$ cat src/tkc2_pkg.sv
/*
 * tkc2_pkg: register offsets, field positions, reset values, timing constants
 * and carrier structs for the switched-capacitance touch-key cycle counter.
 * assumes an 8-bit register port with byte-wide registers at printed offsets.
 */
package tkc2_pkg;

    // register addresses
    localparam logic [15:0] TKC2_ADDR_CFG  = 16'ha150;
    localparam logic [15:0] TKC2_ADDR_ZFC  = 16'ha151;
    localparam logic [15:0] TKC2_ADDR_CMD  = 16'ha152;
    localparam logic [15:0] TKC2_ADDR_CNTL = 16'ha153;
    localparam logic [15:0] TKC2_ADDR_CNTH = 16'ha154;
    localparam logic [15:0] TKC2_ADDR_ISTS = 16'ha155;
    localparam logic [15:0] TKC2_ADDR_IMSK = 16'ha156;

    localparam logic [7:0] TKC2_RST_BYTE = 8'h00;

    // primary configuration fields
    localparam int TKC2_CFG_EN_BIT = 7;
    localparam int TKC2_CFG_CD_LSB = 0;

    // zero/filter config fields
    localparam int TKC2_ZFC_PD_BIT   = 7;
    localparam int TKC2_ZFC_ZERO_LSB = 4;
    localparam int TKC2_ZFC_FIL_LSB  = 0;

    // command/irq fields
    localparam int TKC2_CMD_IEN_BIT   = 7;
    localparam int TKC2_CMD_MSB_LSB   = 5;
    localparam int TKC2_CMD_SHIFT_BIT = 4;
    localparam int TKC2_CMD_RPT_LSB   = 2;
    localparam int TKC2_CMD_FLAG_BIT  = 1;
    localparam int TKC2_CMD_START_BIT = 0;

    // timing: zero phase is lead + 128*(zero+1) + tail system clock periods
    localparam int TKC2_ZERO_LEAD_CYC = 4;
    localparam int TKC2_ZERO_UNIT_CYC = 128;
    localparam int TKC2_ZERO_TAIL_CYC = 1;
    localparam int TKC2_CNT_W         = 18;
    localparam int TKC2_TMR_W         = 11;

    // status bit positions (sticky events)
    localparam int TKC2_EV_DONE = 0;
    localparam int TKC2_EV_OVF  = 1;

    typedef enum logic [2:0] {
        TKC2_IDLE,
        TKC2_ZERO,
        TKC2_CHARGE,
        TKC2_DUMP,
        TKC2_DONE
    } tkc2_state_t;

    typedef struct packed {
        logic [15:0] addr;
        logic [7:0]  wdata;
        logic        wr;
        logic        rd;
    } tkc2_bus_req_t;

    typedef struct packed {
        logic pad_pulldown;
        logic zero_switch;
        logic charge_sw;
        logic dump_sw;
    } tkc2_pad_t;

endpackage

$ cat src/tkc2_filter.sv
/*
 * tkc2_filter: comparator glitch filter; output high only when the last
 * n samples, one per oscillator tick, were all ones.
 * assumes osc_tick is a one-cycle pulse in ref_clk domain.
 */
`timescale 1ns/1ps
module tkc2_filter
    import tkc2_pkg::*;
(
    // clock and reset
    input  wire logic       ref_clk,
    input  wire logic       rstn,
    // sampling
    input  wire logic       osc_tick,
    input  wire logic       clear,
    input  wire logic       cmp_in,
    input  wire logic [3:0] filter_len,
    // result
    output logic            filt_out
);
    logic [3:0] run_r;

    // run length of consecutive ones, saturating at 15
    always_ff @(posedge ref_clk or negedge rstn) begin
        if (!rstn) begin
            run_r <= 4'h0;
        end else if (clear) begin
            run_r <= 4'h0;
        end else if (osc_tick) begin
            if (!cmp_in) begin
                run_r <= 4'h0;
            end else if (run_r != 4'hf) begin
                run_r <= run_r + 4'h1;
            end
        end
    end

    // a zero length is treated as one: the field is only valid from 1
    always_ff @(posedge ref_clk or negedge rstn) begin
        if (!rstn) begin
            filt_out <= 1'b0;
        end else begin
            filt_out <= (run_r >= ((filter_len == 4'h0) ? 4'h1 : filter_len)) && !clear;
        end
    end
endmodule

$ cat src/tkc2_seq.sv
/*
 * tkc2_seq: touch-key cycle counter sequencer with its register port.
 * assumes a synchronous comparator input and an oscillator tick pulse
 * already in the ref_clk domain; the analogue front end is outside.
 */
// Decided for this implementation: the address-and-strobe port.
//
// Behaviour
// - pad pulldown on for (zero+1)*128 cycles
// - zero phase lasts 4+128*(zero+1)+1 cycles
// - filter asserts after N consecutive one samples
// - repeat field selects 1,2,4,8 conversions
// - flag set at completion, software clears
// - counter cleared on start, holds total, or total >> repeat code when shift is set
// - charge-dump cycles counted until the filter output is high at a dump end
// - each charge and dump phase lasts charge_dump_time+1 cycles
// - sequencer runs only when controller enabled
`timescale 1ns/1ps
module tkc2_seq
    import tkc2_pkg::*;
(
    // clock and reset
    input  wire logic        ref_clk,
    input  wire logic        rstn,
    // register port
    input  wire logic [15:0] reg_addr,
    input  wire logic [7:0]  reg_wdata,
    input  wire logic        reg_wr,
    input  wire logic        reg_rd,
    output logic      [7:0]  reg_rdata,
    // analogue front end
    input  wire logic        cmp_in,
    input  wire logic        osc_tick,
    output tkc2_pad_t        pad_ctl,
    // interrupt
    output logic             irq
);
    tkc2_bus_req_t req;
    tkc2_state_t   state_r;
    logic [7:0]    cfg_r;
    logic [7:0]    zfc_r;
    logic          ien_r;
    logic          shift_r;
    logic [1:0]    rpt_r;
    logic          flag_r;
    logic          busy_r;
    logic [1:0]    ists_r;
    logic [1:0]    imsk_r;
    logic [TKC2_CNT_W-1:0] cnt_r;
    logic [TKC2_CNT_W-1:0] cnt_nxt;
    logic [TKC2_TMR_W-1:0] tmr_r;
    logic [3:0]    conv_r;
    logic          filt;
    logic          filt_clr;
    logic          enable;
    logic          start_req;
    logic          done_ev;
    logic          ovf_ev;
    logic [2:0]    zero_len;
    logic [3:0]    cd_len;
    logic [TKC2_TMR_W-1:0] zero_total;
    logic [TKC2_TMR_W-1:0] pd_total;

    assign req.addr  = reg_addr;
    assign req.wdata = reg_wdata;
    assign req.wr    = reg_wr;
    assign req.rd    = reg_rd;

    // one-hot conversion count from the two-bit code
    function automatic logic [3:0] rpt_num(input logic [1:0] code);
        rpt_num = 4'h1 << code;
    endfunction

    function automatic logic wr_hit(input tkc2_bus_req_t r, input logic [15:0] a);
        wr_hit = r.wr && (r.addr == a);
    endfunction

    assign enable     = cfg_r[TKC2_CFG_EN_BIT];
    assign zero_len   = zfc_r[TKC2_ZFC_ZERO_LSB +: 3];
    assign cd_len     = cfg_r[TKC2_CFG_CD_LSB +: 4];
    assign zero_total = TKC2_TMR_W'(TKC2_ZERO_LEAD_CYC + TKC2_ZERO_UNIT_CYC * (int'(zero_len) + 1)
                        + TKC2_ZERO_TAIL_CYC);
    assign pd_total   = TKC2_TMR_W'(TKC2_ZERO_UNIT_CYC * (int'(zero_len) + 1));
    assign start_req  = wr_hit(req, TKC2_ADDR_CMD) && req.wdata[TKC2_CMD_START_BIT]
                        && enable && !busy_r;
    assign filt_clr   = (state_r != TKC2_CHARGE) && (state_r != TKC2_DUMP);

    tkc2_filter u_filter (
        .ref_clk    (ref_clk),
        .rstn       (rstn),
        .osc_tick   (osc_tick),
        .clear      (filt_clr),
        .cmp_in     (cmp_in),
        .filter_len (zfc_r[TKC2_ZFC_FIL_LSB +: 4]),
        .filt_out   (filt)
    );

    // configuration registers
    always_ff @(posedge ref_clk or negedge rstn) begin
        if (!rstn) begin
            cfg_r <= TKC2_RST_BYTE;
            zfc_r <= TKC2_RST_BYTE;
        end else begin
            if (wr_hit(req, TKC2_ADDR_CFG)) begin
                cfg_r <= req.wdata;
            end
            if (wr_hit(req, TKC2_ADDR_ZFC)) begin
                zfc_r <= req.wdata;
            end
        end
    end

    // command fields; repeat and shift are frozen while busy
    always_ff @(posedge ref_clk or negedge rstn) begin
        if (!rstn) begin
            ien_r   <= 1'b0;
            shift_r <= 1'b0;
            rpt_r   <= 2'h0;
            imsk_r  <= 2'h0;
        end else begin
            if (wr_hit(req, TKC2_ADDR_CMD)) begin
                ien_r <= req.wdata[TKC2_CMD_IEN_BIT];
                if (!busy_r) begin
                    shift_r <= req.wdata[TKC2_CMD_SHIFT_BIT];
                    rpt_r   <= req.wdata[TKC2_CMD_RPT_LSB +: 2];
                end
            end
            if (wr_hit(req, TKC2_ADDR_IMSK)) begin
                imsk_r <= req.wdata[1:0];
            end
        end
    end

    // interrupt flag: hardware set wins over a software clear in the same cycle
    always_ff @(posedge ref_clk or negedge rstn) begin
        if (!rstn) begin
            flag_r <= 1'b0;
        end else if (done_ev) begin
            flag_r <= 1'b1;
        end else if (wr_hit(req, TKC2_ADDR_CMD) && !req.wdata[TKC2_CMD_FLAG_BIT]) begin
            flag_r <= 1'b0;
        end
    end

    // sticky event status, write one to clear
    always_ff @(posedge ref_clk or negedge rstn) begin
        if (!rstn) begin
            ists_r <= 2'h0;
        end else begin
            for (int i = 0; i < 2; i++) begin
                if ((i == TKC2_EV_DONE && done_ev) || (i == TKC2_EV_OVF && ovf_ev)) begin
                    ists_r[i] <= 1'b1;
                end else if (wr_hit(req, TKC2_ADDR_ISTS) && req.wdata[i]) begin
                    ists_r[i] <= 1'b0;
                end
            end
        end
    end

    assign irq = (flag_r && ien_r) || |(ists_r & imsk_r);

    // sequencer
    always_ff @(posedge ref_clk or negedge rstn) begin
        if (!rstn) begin
            state_r <= TKC2_IDLE;
            tmr_r   <= '0;
            conv_r  <= 4'h0;
            busy_r  <= 1'b0;
        end else if (!enable) begin
            state_r <= TKC2_IDLE;
            tmr_r   <= '0;
            conv_r  <= 4'h0;
            busy_r  <= 1'b0;
        end else begin
            case (state_r)
                TKC2_IDLE: begin
                    if (start_req) begin
                        state_r <= TKC2_ZERO;
                        tmr_r   <= '0;
                        conv_r  <= 4'h0;
                        busy_r  <= 1'b1;
                    end
                end
                TKC2_ZERO: begin
                    if (tmr_r == zero_total - TKC2_TMR_W'(1)) begin
                        state_r <= TKC2_CHARGE;
                        tmr_r   <= '0;
                    end else begin
                        tmr_r <= tmr_r + TKC2_TMR_W'(1);
                    end
                end
                TKC2_CHARGE: begin
                    if (tmr_r == TKC2_TMR_W'(cd_len)) begin
                        state_r <= TKC2_DUMP;
                        tmr_r   <= '0;
                    end else begin
                        tmr_r <= tmr_r + TKC2_TMR_W'(1);
                    end
                end
                TKC2_DUMP: begin
                    if (tmr_r == TKC2_TMR_W'(cd_len)) begin
                        tmr_r <= '0;
                        if (filt) begin
                            if (conv_r + 4'h1 == rpt_num(rpt_r)) begin
                                state_r <= TKC2_DONE;
                            end else begin
                                conv_r  <= conv_r + 4'h1;
                                state_r <= TKC2_ZERO;
                            end
                        end else begin
                            state_r <= TKC2_CHARGE;
                        end
                    end else begin
                        tmr_r <= tmr_r + TKC2_TMR_W'(1);
                    end
                end
                TKC2_DONE: begin
                    state_r <= TKC2_IDLE;
                    busy_r  <= 1'b0;
                end
                default: begin
                    state_r <= TKC2_IDLE;
                    busy_r  <= 1'b0;
                end
            endcase
        end
    end

    assign done_ev = (state_r == TKC2_DONE);

    // a counted cycle ends at the dump edge; saturate rather than wrap
    assign ovf_ev = (state_r == TKC2_DUMP) && (tmr_r == TKC2_TMR_W'(cd_len)) && (&cnt_r);

    always_comb begin
        cnt_nxt = cnt_r;
        if (state_r == TKC2_DUMP && tmr_r == TKC2_TMR_W'(cd_len) && !(&cnt_r)) begin
            cnt_nxt = cnt_r + TKC2_CNT_W'(1);
        end else if (state_r == TKC2_DONE && shift_r) begin
            cnt_nxt = cnt_r >> rpt_r;
        end
    end

    // count: cleared by start, software may also preload the low bytes
    always_ff @(posedge ref_clk or negedge rstn) begin
        if (!rstn) begin
            cnt_r <= '0;
        end else if (start_req) begin
            cnt_r <= '0;
        end else if (busy_r) begin
            cnt_r <= cnt_nxt;
        end else if (wr_hit(req, TKC2_ADDR_CNTL)) begin
            cnt_r[7:0] <= req.wdata;
        end else if (wr_hit(req, TKC2_ADDR_CNTH)) begin
            cnt_r[15:8] <= req.wdata;
        end
    end

    // pad controls; pulldown covers the first part of the zero phase only
    always_ff @(posedge ref_clk or negedge rstn) begin
        if (!rstn) begin
            pad_ctl <= '0;
        end else begin
            pad_ctl.zero_switch  <= (state_r == TKC2_ZERO);
            pad_ctl.pad_pulldown <= (state_r == TKC2_ZERO) && zfc_r[TKC2_ZFC_PD_BIT]
                                    && (tmr_r < pd_total);
            pad_ctl.charge_sw    <= (state_r == TKC2_CHARGE);
            pad_ctl.dump_sw      <= (state_r == TKC2_DUMP);
        end
    end

    // read data, one cycle after the strobe
    always_ff @(posedge ref_clk or negedge rstn) begin
        if (!rstn) begin
            reg_rdata <= TKC2_RST_BYTE;
        end else if (req.rd) begin
            case (req.addr)
                TKC2_ADDR_CFG:  reg_rdata <= cfg_r;
                TKC2_ADDR_ZFC:  reg_rdata <= zfc_r;
                TKC2_ADDR_CMD:  reg_rdata <= {ien_r, cnt_r[17:16], shift_r, rpt_r, flag_r, busy_r};
                TKC2_ADDR_CNTL: reg_rdata <= cnt_r[7:0];
                TKC2_ADDR_CNTH: reg_rdata <= cnt_r[15:8];
                TKC2_ADDR_ISTS: reg_rdata <= {6'h00, ists_r};
                TKC2_ADDR_IMSK: reg_rdata <= {6'h00, imsk_r};
                default:        reg_rdata <= 8'h00;
            endcase
        end else begin
            reg_rdata <= 8'h00;
        end
    end
endmodule

$ cat config.mk
export PLATFORM = sky130hd
export DESIGN_NAME = tkc2_seq
export DESIGN_NICKNAME = d
export VERILOG_FILES = /design/src/tkc2_pkg.sv /design/src/tkc2_filter.sv /design/src/tkc2_seq.sv
export SDC_FILE = /design/constraint.sdc
export NUM_CORES = 1
export LEC_CHECK = 0
export BUFFER_PORTS_ARGS = -buffer_cell sky130_fd_sc_hd__buf_4
export CAP_MARGIN = 20
export CORE_UTILIZATION = 45
export CTS_CLUSTER_SIZE = 12
export DETAILED_ROUTE_END_ITERATION = 8
export PLACE_DENSITY = 0.66
export SLEW_MARGIN = 30
export SYNTH_ARGS = -nofsm -noshare
export SYNTH_HDL_FRONTEND = slang
export SYNTH_SLANG_ARGS = --single-unit
$ cat constraint.sdc
create_clock -name ref_clk -period 3 [get_ports ref_clk]
set_input_delay 0.45 -clock ref_clk [delete_from_list [all_inputs] [get_ports ref_clk]]
set_output_delay 0.45 -clock ref_clk [all_outputs]
set_load 0.1 [all_outputs]
==> impl_metrics.ini <==
[status]
status = complete, but fails checks
violations = DRC

[detailed_routing]
ant_nets = 0
dr.pass1.iters = 8
drt-initial-drc-count = 487
wl_um = 14200
num_vias = 4610
viasPerCell = 6.23
drc = 4
wl_per_cell_um = 19.3

[sta]
worst_pin_slew_ps = 778
slew_violations = 0
finalSetupTns_ps = 0
clock_skew_ps = 4.90
relSlewSlack_pct = 48.1
maxClockFrequency_ghz = 0.376
fin_crit_ps = 2660
finalSetupViolCount = 0
hold_viol_final = 0
rsz0062_at_grt = no
fin_crit_sh_pct = 88.7

[power]
intPower_w = 0.00166
total_power_w = 0.00214
clockPowerShare_pct = 45.5
seqPwrFrac_pct = 49.7
combPwrFrac_pct = 4.8
p_switching_w = 0.000489
p_per_area_nw_per_um2 = 352
p_leak_nw = 2.61
vdd_ir_drop_max_mv = 0.195
p_sw_share_pct = 22.8

[floorplan]
dieHeight_um = 112
start_util_pct = 46.9
core_area_sq_um = 11600
std_cell_rows = 39
die-area_sq_um = 12500
pin_count = 43
die_w_um = 112

[hold_path]
hold_class = input port to asynchronous set/reset pin

[setup_path]
arrival_ps = 2920
critPathLaunchType = flip-flop
cp.required_ps = 3260
worst_setup_path_end_kind = flip-flop
crit_fanout = 13
critPathKind = flip-flop to flip-flop

[synth]
yosysTopAreaCell = dfrtp_1
synth_xor_area_share_pct = 3.39
synth_compound_area_share_pct = 17.8
avgSynthCellArea_sq_um = 9.60
synth_top_family_by_area = simple AND/OR/NAND/NOR gates
yosys_most_used_dff = dfrtp_1
seq_area_frac_synth_pct = 36.4
synthAdderAreaFrac_pct = 3.46
yosysMostFrequentCell = dfrtp_1
ys_ff_latch = 79
synthArstFlopShare_pct = 100
synth_area_leaders = dfrtp_1 (36%), mux2_2 (6.2%), mux4_2 (4.6%), nand2_1 (3.7%), ha_1 (3.5%)
synth_common_cells = dfrtp_1 (79), nand2_1 (53), nor2_1 (48)
syn-cell-area_sq_um = 5420
synth-simple-area-share_pct = 21.8
synth_top_area_share_pct = 36.4
netlist_instances = 565
synthDistinctLibCells = 72
syn-num-nets = 610
synthMuxAreaShare_pct = 12.3
synth-edff-count = 0
yosys_warnings = 0

[cts]
h-tree-depth = 3
tritoncts = done
cts_resized = 0
cts_max_path_buffers = 2
cts-root-buf = clkbuf_16
post-cts-setup-buffers = 0
clk_pin_slew_worst_paths_ps = 60
clock_latency_ps = 340
cts_sinks = 79
hold_buffers = 0
numCtsBuffers = 9

[placed_design]
dp_hpwl_um = 10600
port_buffers = 42
place_congestion = 0.947
post_dp_cell_area_sq_um = 5840

[layout]
fin_area_sq_um = 6100
drive_gt1_share_pct = 21.6
antennaDiodeCount = 0
final_nets = 639
area_growth_pct = 12.4

[run]
maxCapViolCount = 0

[global_routing]
grt_pass1_vias = 4408
grt_max_degree = 53
grt_overflow = 0
grt_pass1_wl_um = 23400
grt_antenna_before_repair = 0
globalRouteTotalUtil_pct = 24.0
[flip-flops by register name (all words and copies together) (netlist names)]
register and cells:
pad_ctl 4, state_r 3, flag_r 1, ists_r 2
ien_r 1, cfg_r 8, zfc_r 8, imsk_r 2
rpt_r 2, u_filter.run_r 4, cnt_r 18, tmr_r 11
busy_r 1, reg_rdata 8, shift_r 1, u_filter.filt_out 1
conv_r 4
[path summary, 6_finish.rpt]
path	from	to	slack, ps	depth (start not counted)
min in group ref_clk	reg_wdata[6]	zfc_r[6]$_DFFE_PN0P_	370	2
min reg2reg	conv_r[3]$_DFFE_PN0P_	conv_r[3]$_DFFE_PN0P_	510	1
max in group asynchronous	rstn	cnt_r[9]$_DFFE_PN0P_	2380	2
max reg2reg	tmr_r[7]$_DFFE_PN0P_	cnt_r[14]$_DFFE_PN0P_	340	7
max	tmr_r[7]$_DFFE_PN0P_	cnt_r[14]$_DFFE_PN0P_	340	7
min	rstn	tmr_r[6]$_DFFE_PN0P_	40	1
[cell usage in the layout (no fill, tap or decap), types with 3 or more instances in the layout]
cell       instances
o21ai_0           24
and4_1             4
a22oi_1            8
o21a_1             3
nand4_1           12
buf_4             55
a22o_1             4
dfrtp_1           79
o2bb2ai_1          5
o211ai_1          10
ha_1              15
nor4_1             5
mux2_2            30
and2_1             8
a211oi_1           5
a21oi_1           16
xor2_1             5
nor3b_1            7
nor2_1            48
a21o_1             4
inv_1             17
nand3_1           19
clkbuf_16          9
a31oi_1           21
xnor2_1           16
nor3_1             5
mux2i_1            8
nor4b_1            4
nor2b_1            8
nand2_1           53
mux4_2            11
nand2b_1          11
and3_1            13
[power by group through the flow]
stage	combinational (W)	sequential (W)	clock, W
3_3_place_gp	0.0000964	0.00109	0
5_1_grt	0.000113	0.00107	0.00104
3_5_place_dp	0.000103	0.00109	0
6_report	0.000102	0.00107	0.000976
4_1_cts	0.000103	0.00107	0.000996
2_1_floorplan	0.0000293	0.00109	0
[per-layer routing]
layer	up-vias	share of wire (%)	track usage [%]
met4	0	3.2	10.9
met2	208	44	34.8
met5	-	0	0
met1	2221	46	34.8
li1	2143	-	-
met3	38	7.0	4.25
[final cells by class]
type | instances | area, sq um
clock inverter | 4 | 25.0
inverter | 17 | 63.8
sequential | 79 | 1980
multi-input combinational | 431 | 3180
clock buffer | 10 | 229
timing repair buffer | 56 | 440
fill | 1032 | 5470
tap | 143 | 179
[worst max-delay path, stage by stage (launching register included)]
cell	delay (ps)
dfrtp_1	430
nor4_2	370
nand4_1	310
a311oi_4	730
a2bb2oi_4	330
buf_4	200
nor2_1	50
a31oi_1	150
[metrics by stage]
stage	util, %	worst slack (ps)	std cells	hold WS, ps
after floorplan	-	802	565	154
after global placement	50.3	451	725	487
after detailed placement	50.5	365	726	408
after CTS	52.7	336	740	44.3
after global routing	52.7	131	740	64.7
final	52.7	339	740	36.6
[kinds of logic after synthesis]
group | after synthesis
AOI/OAI and AO/OA | 130
xor gates and xnor gates | 21
adders and majority gates | 15
buffers and inverters | 55
DFF | 79
muxes | 49
and+or+nand+nor | 216
(Power assumes the default switching activity.)
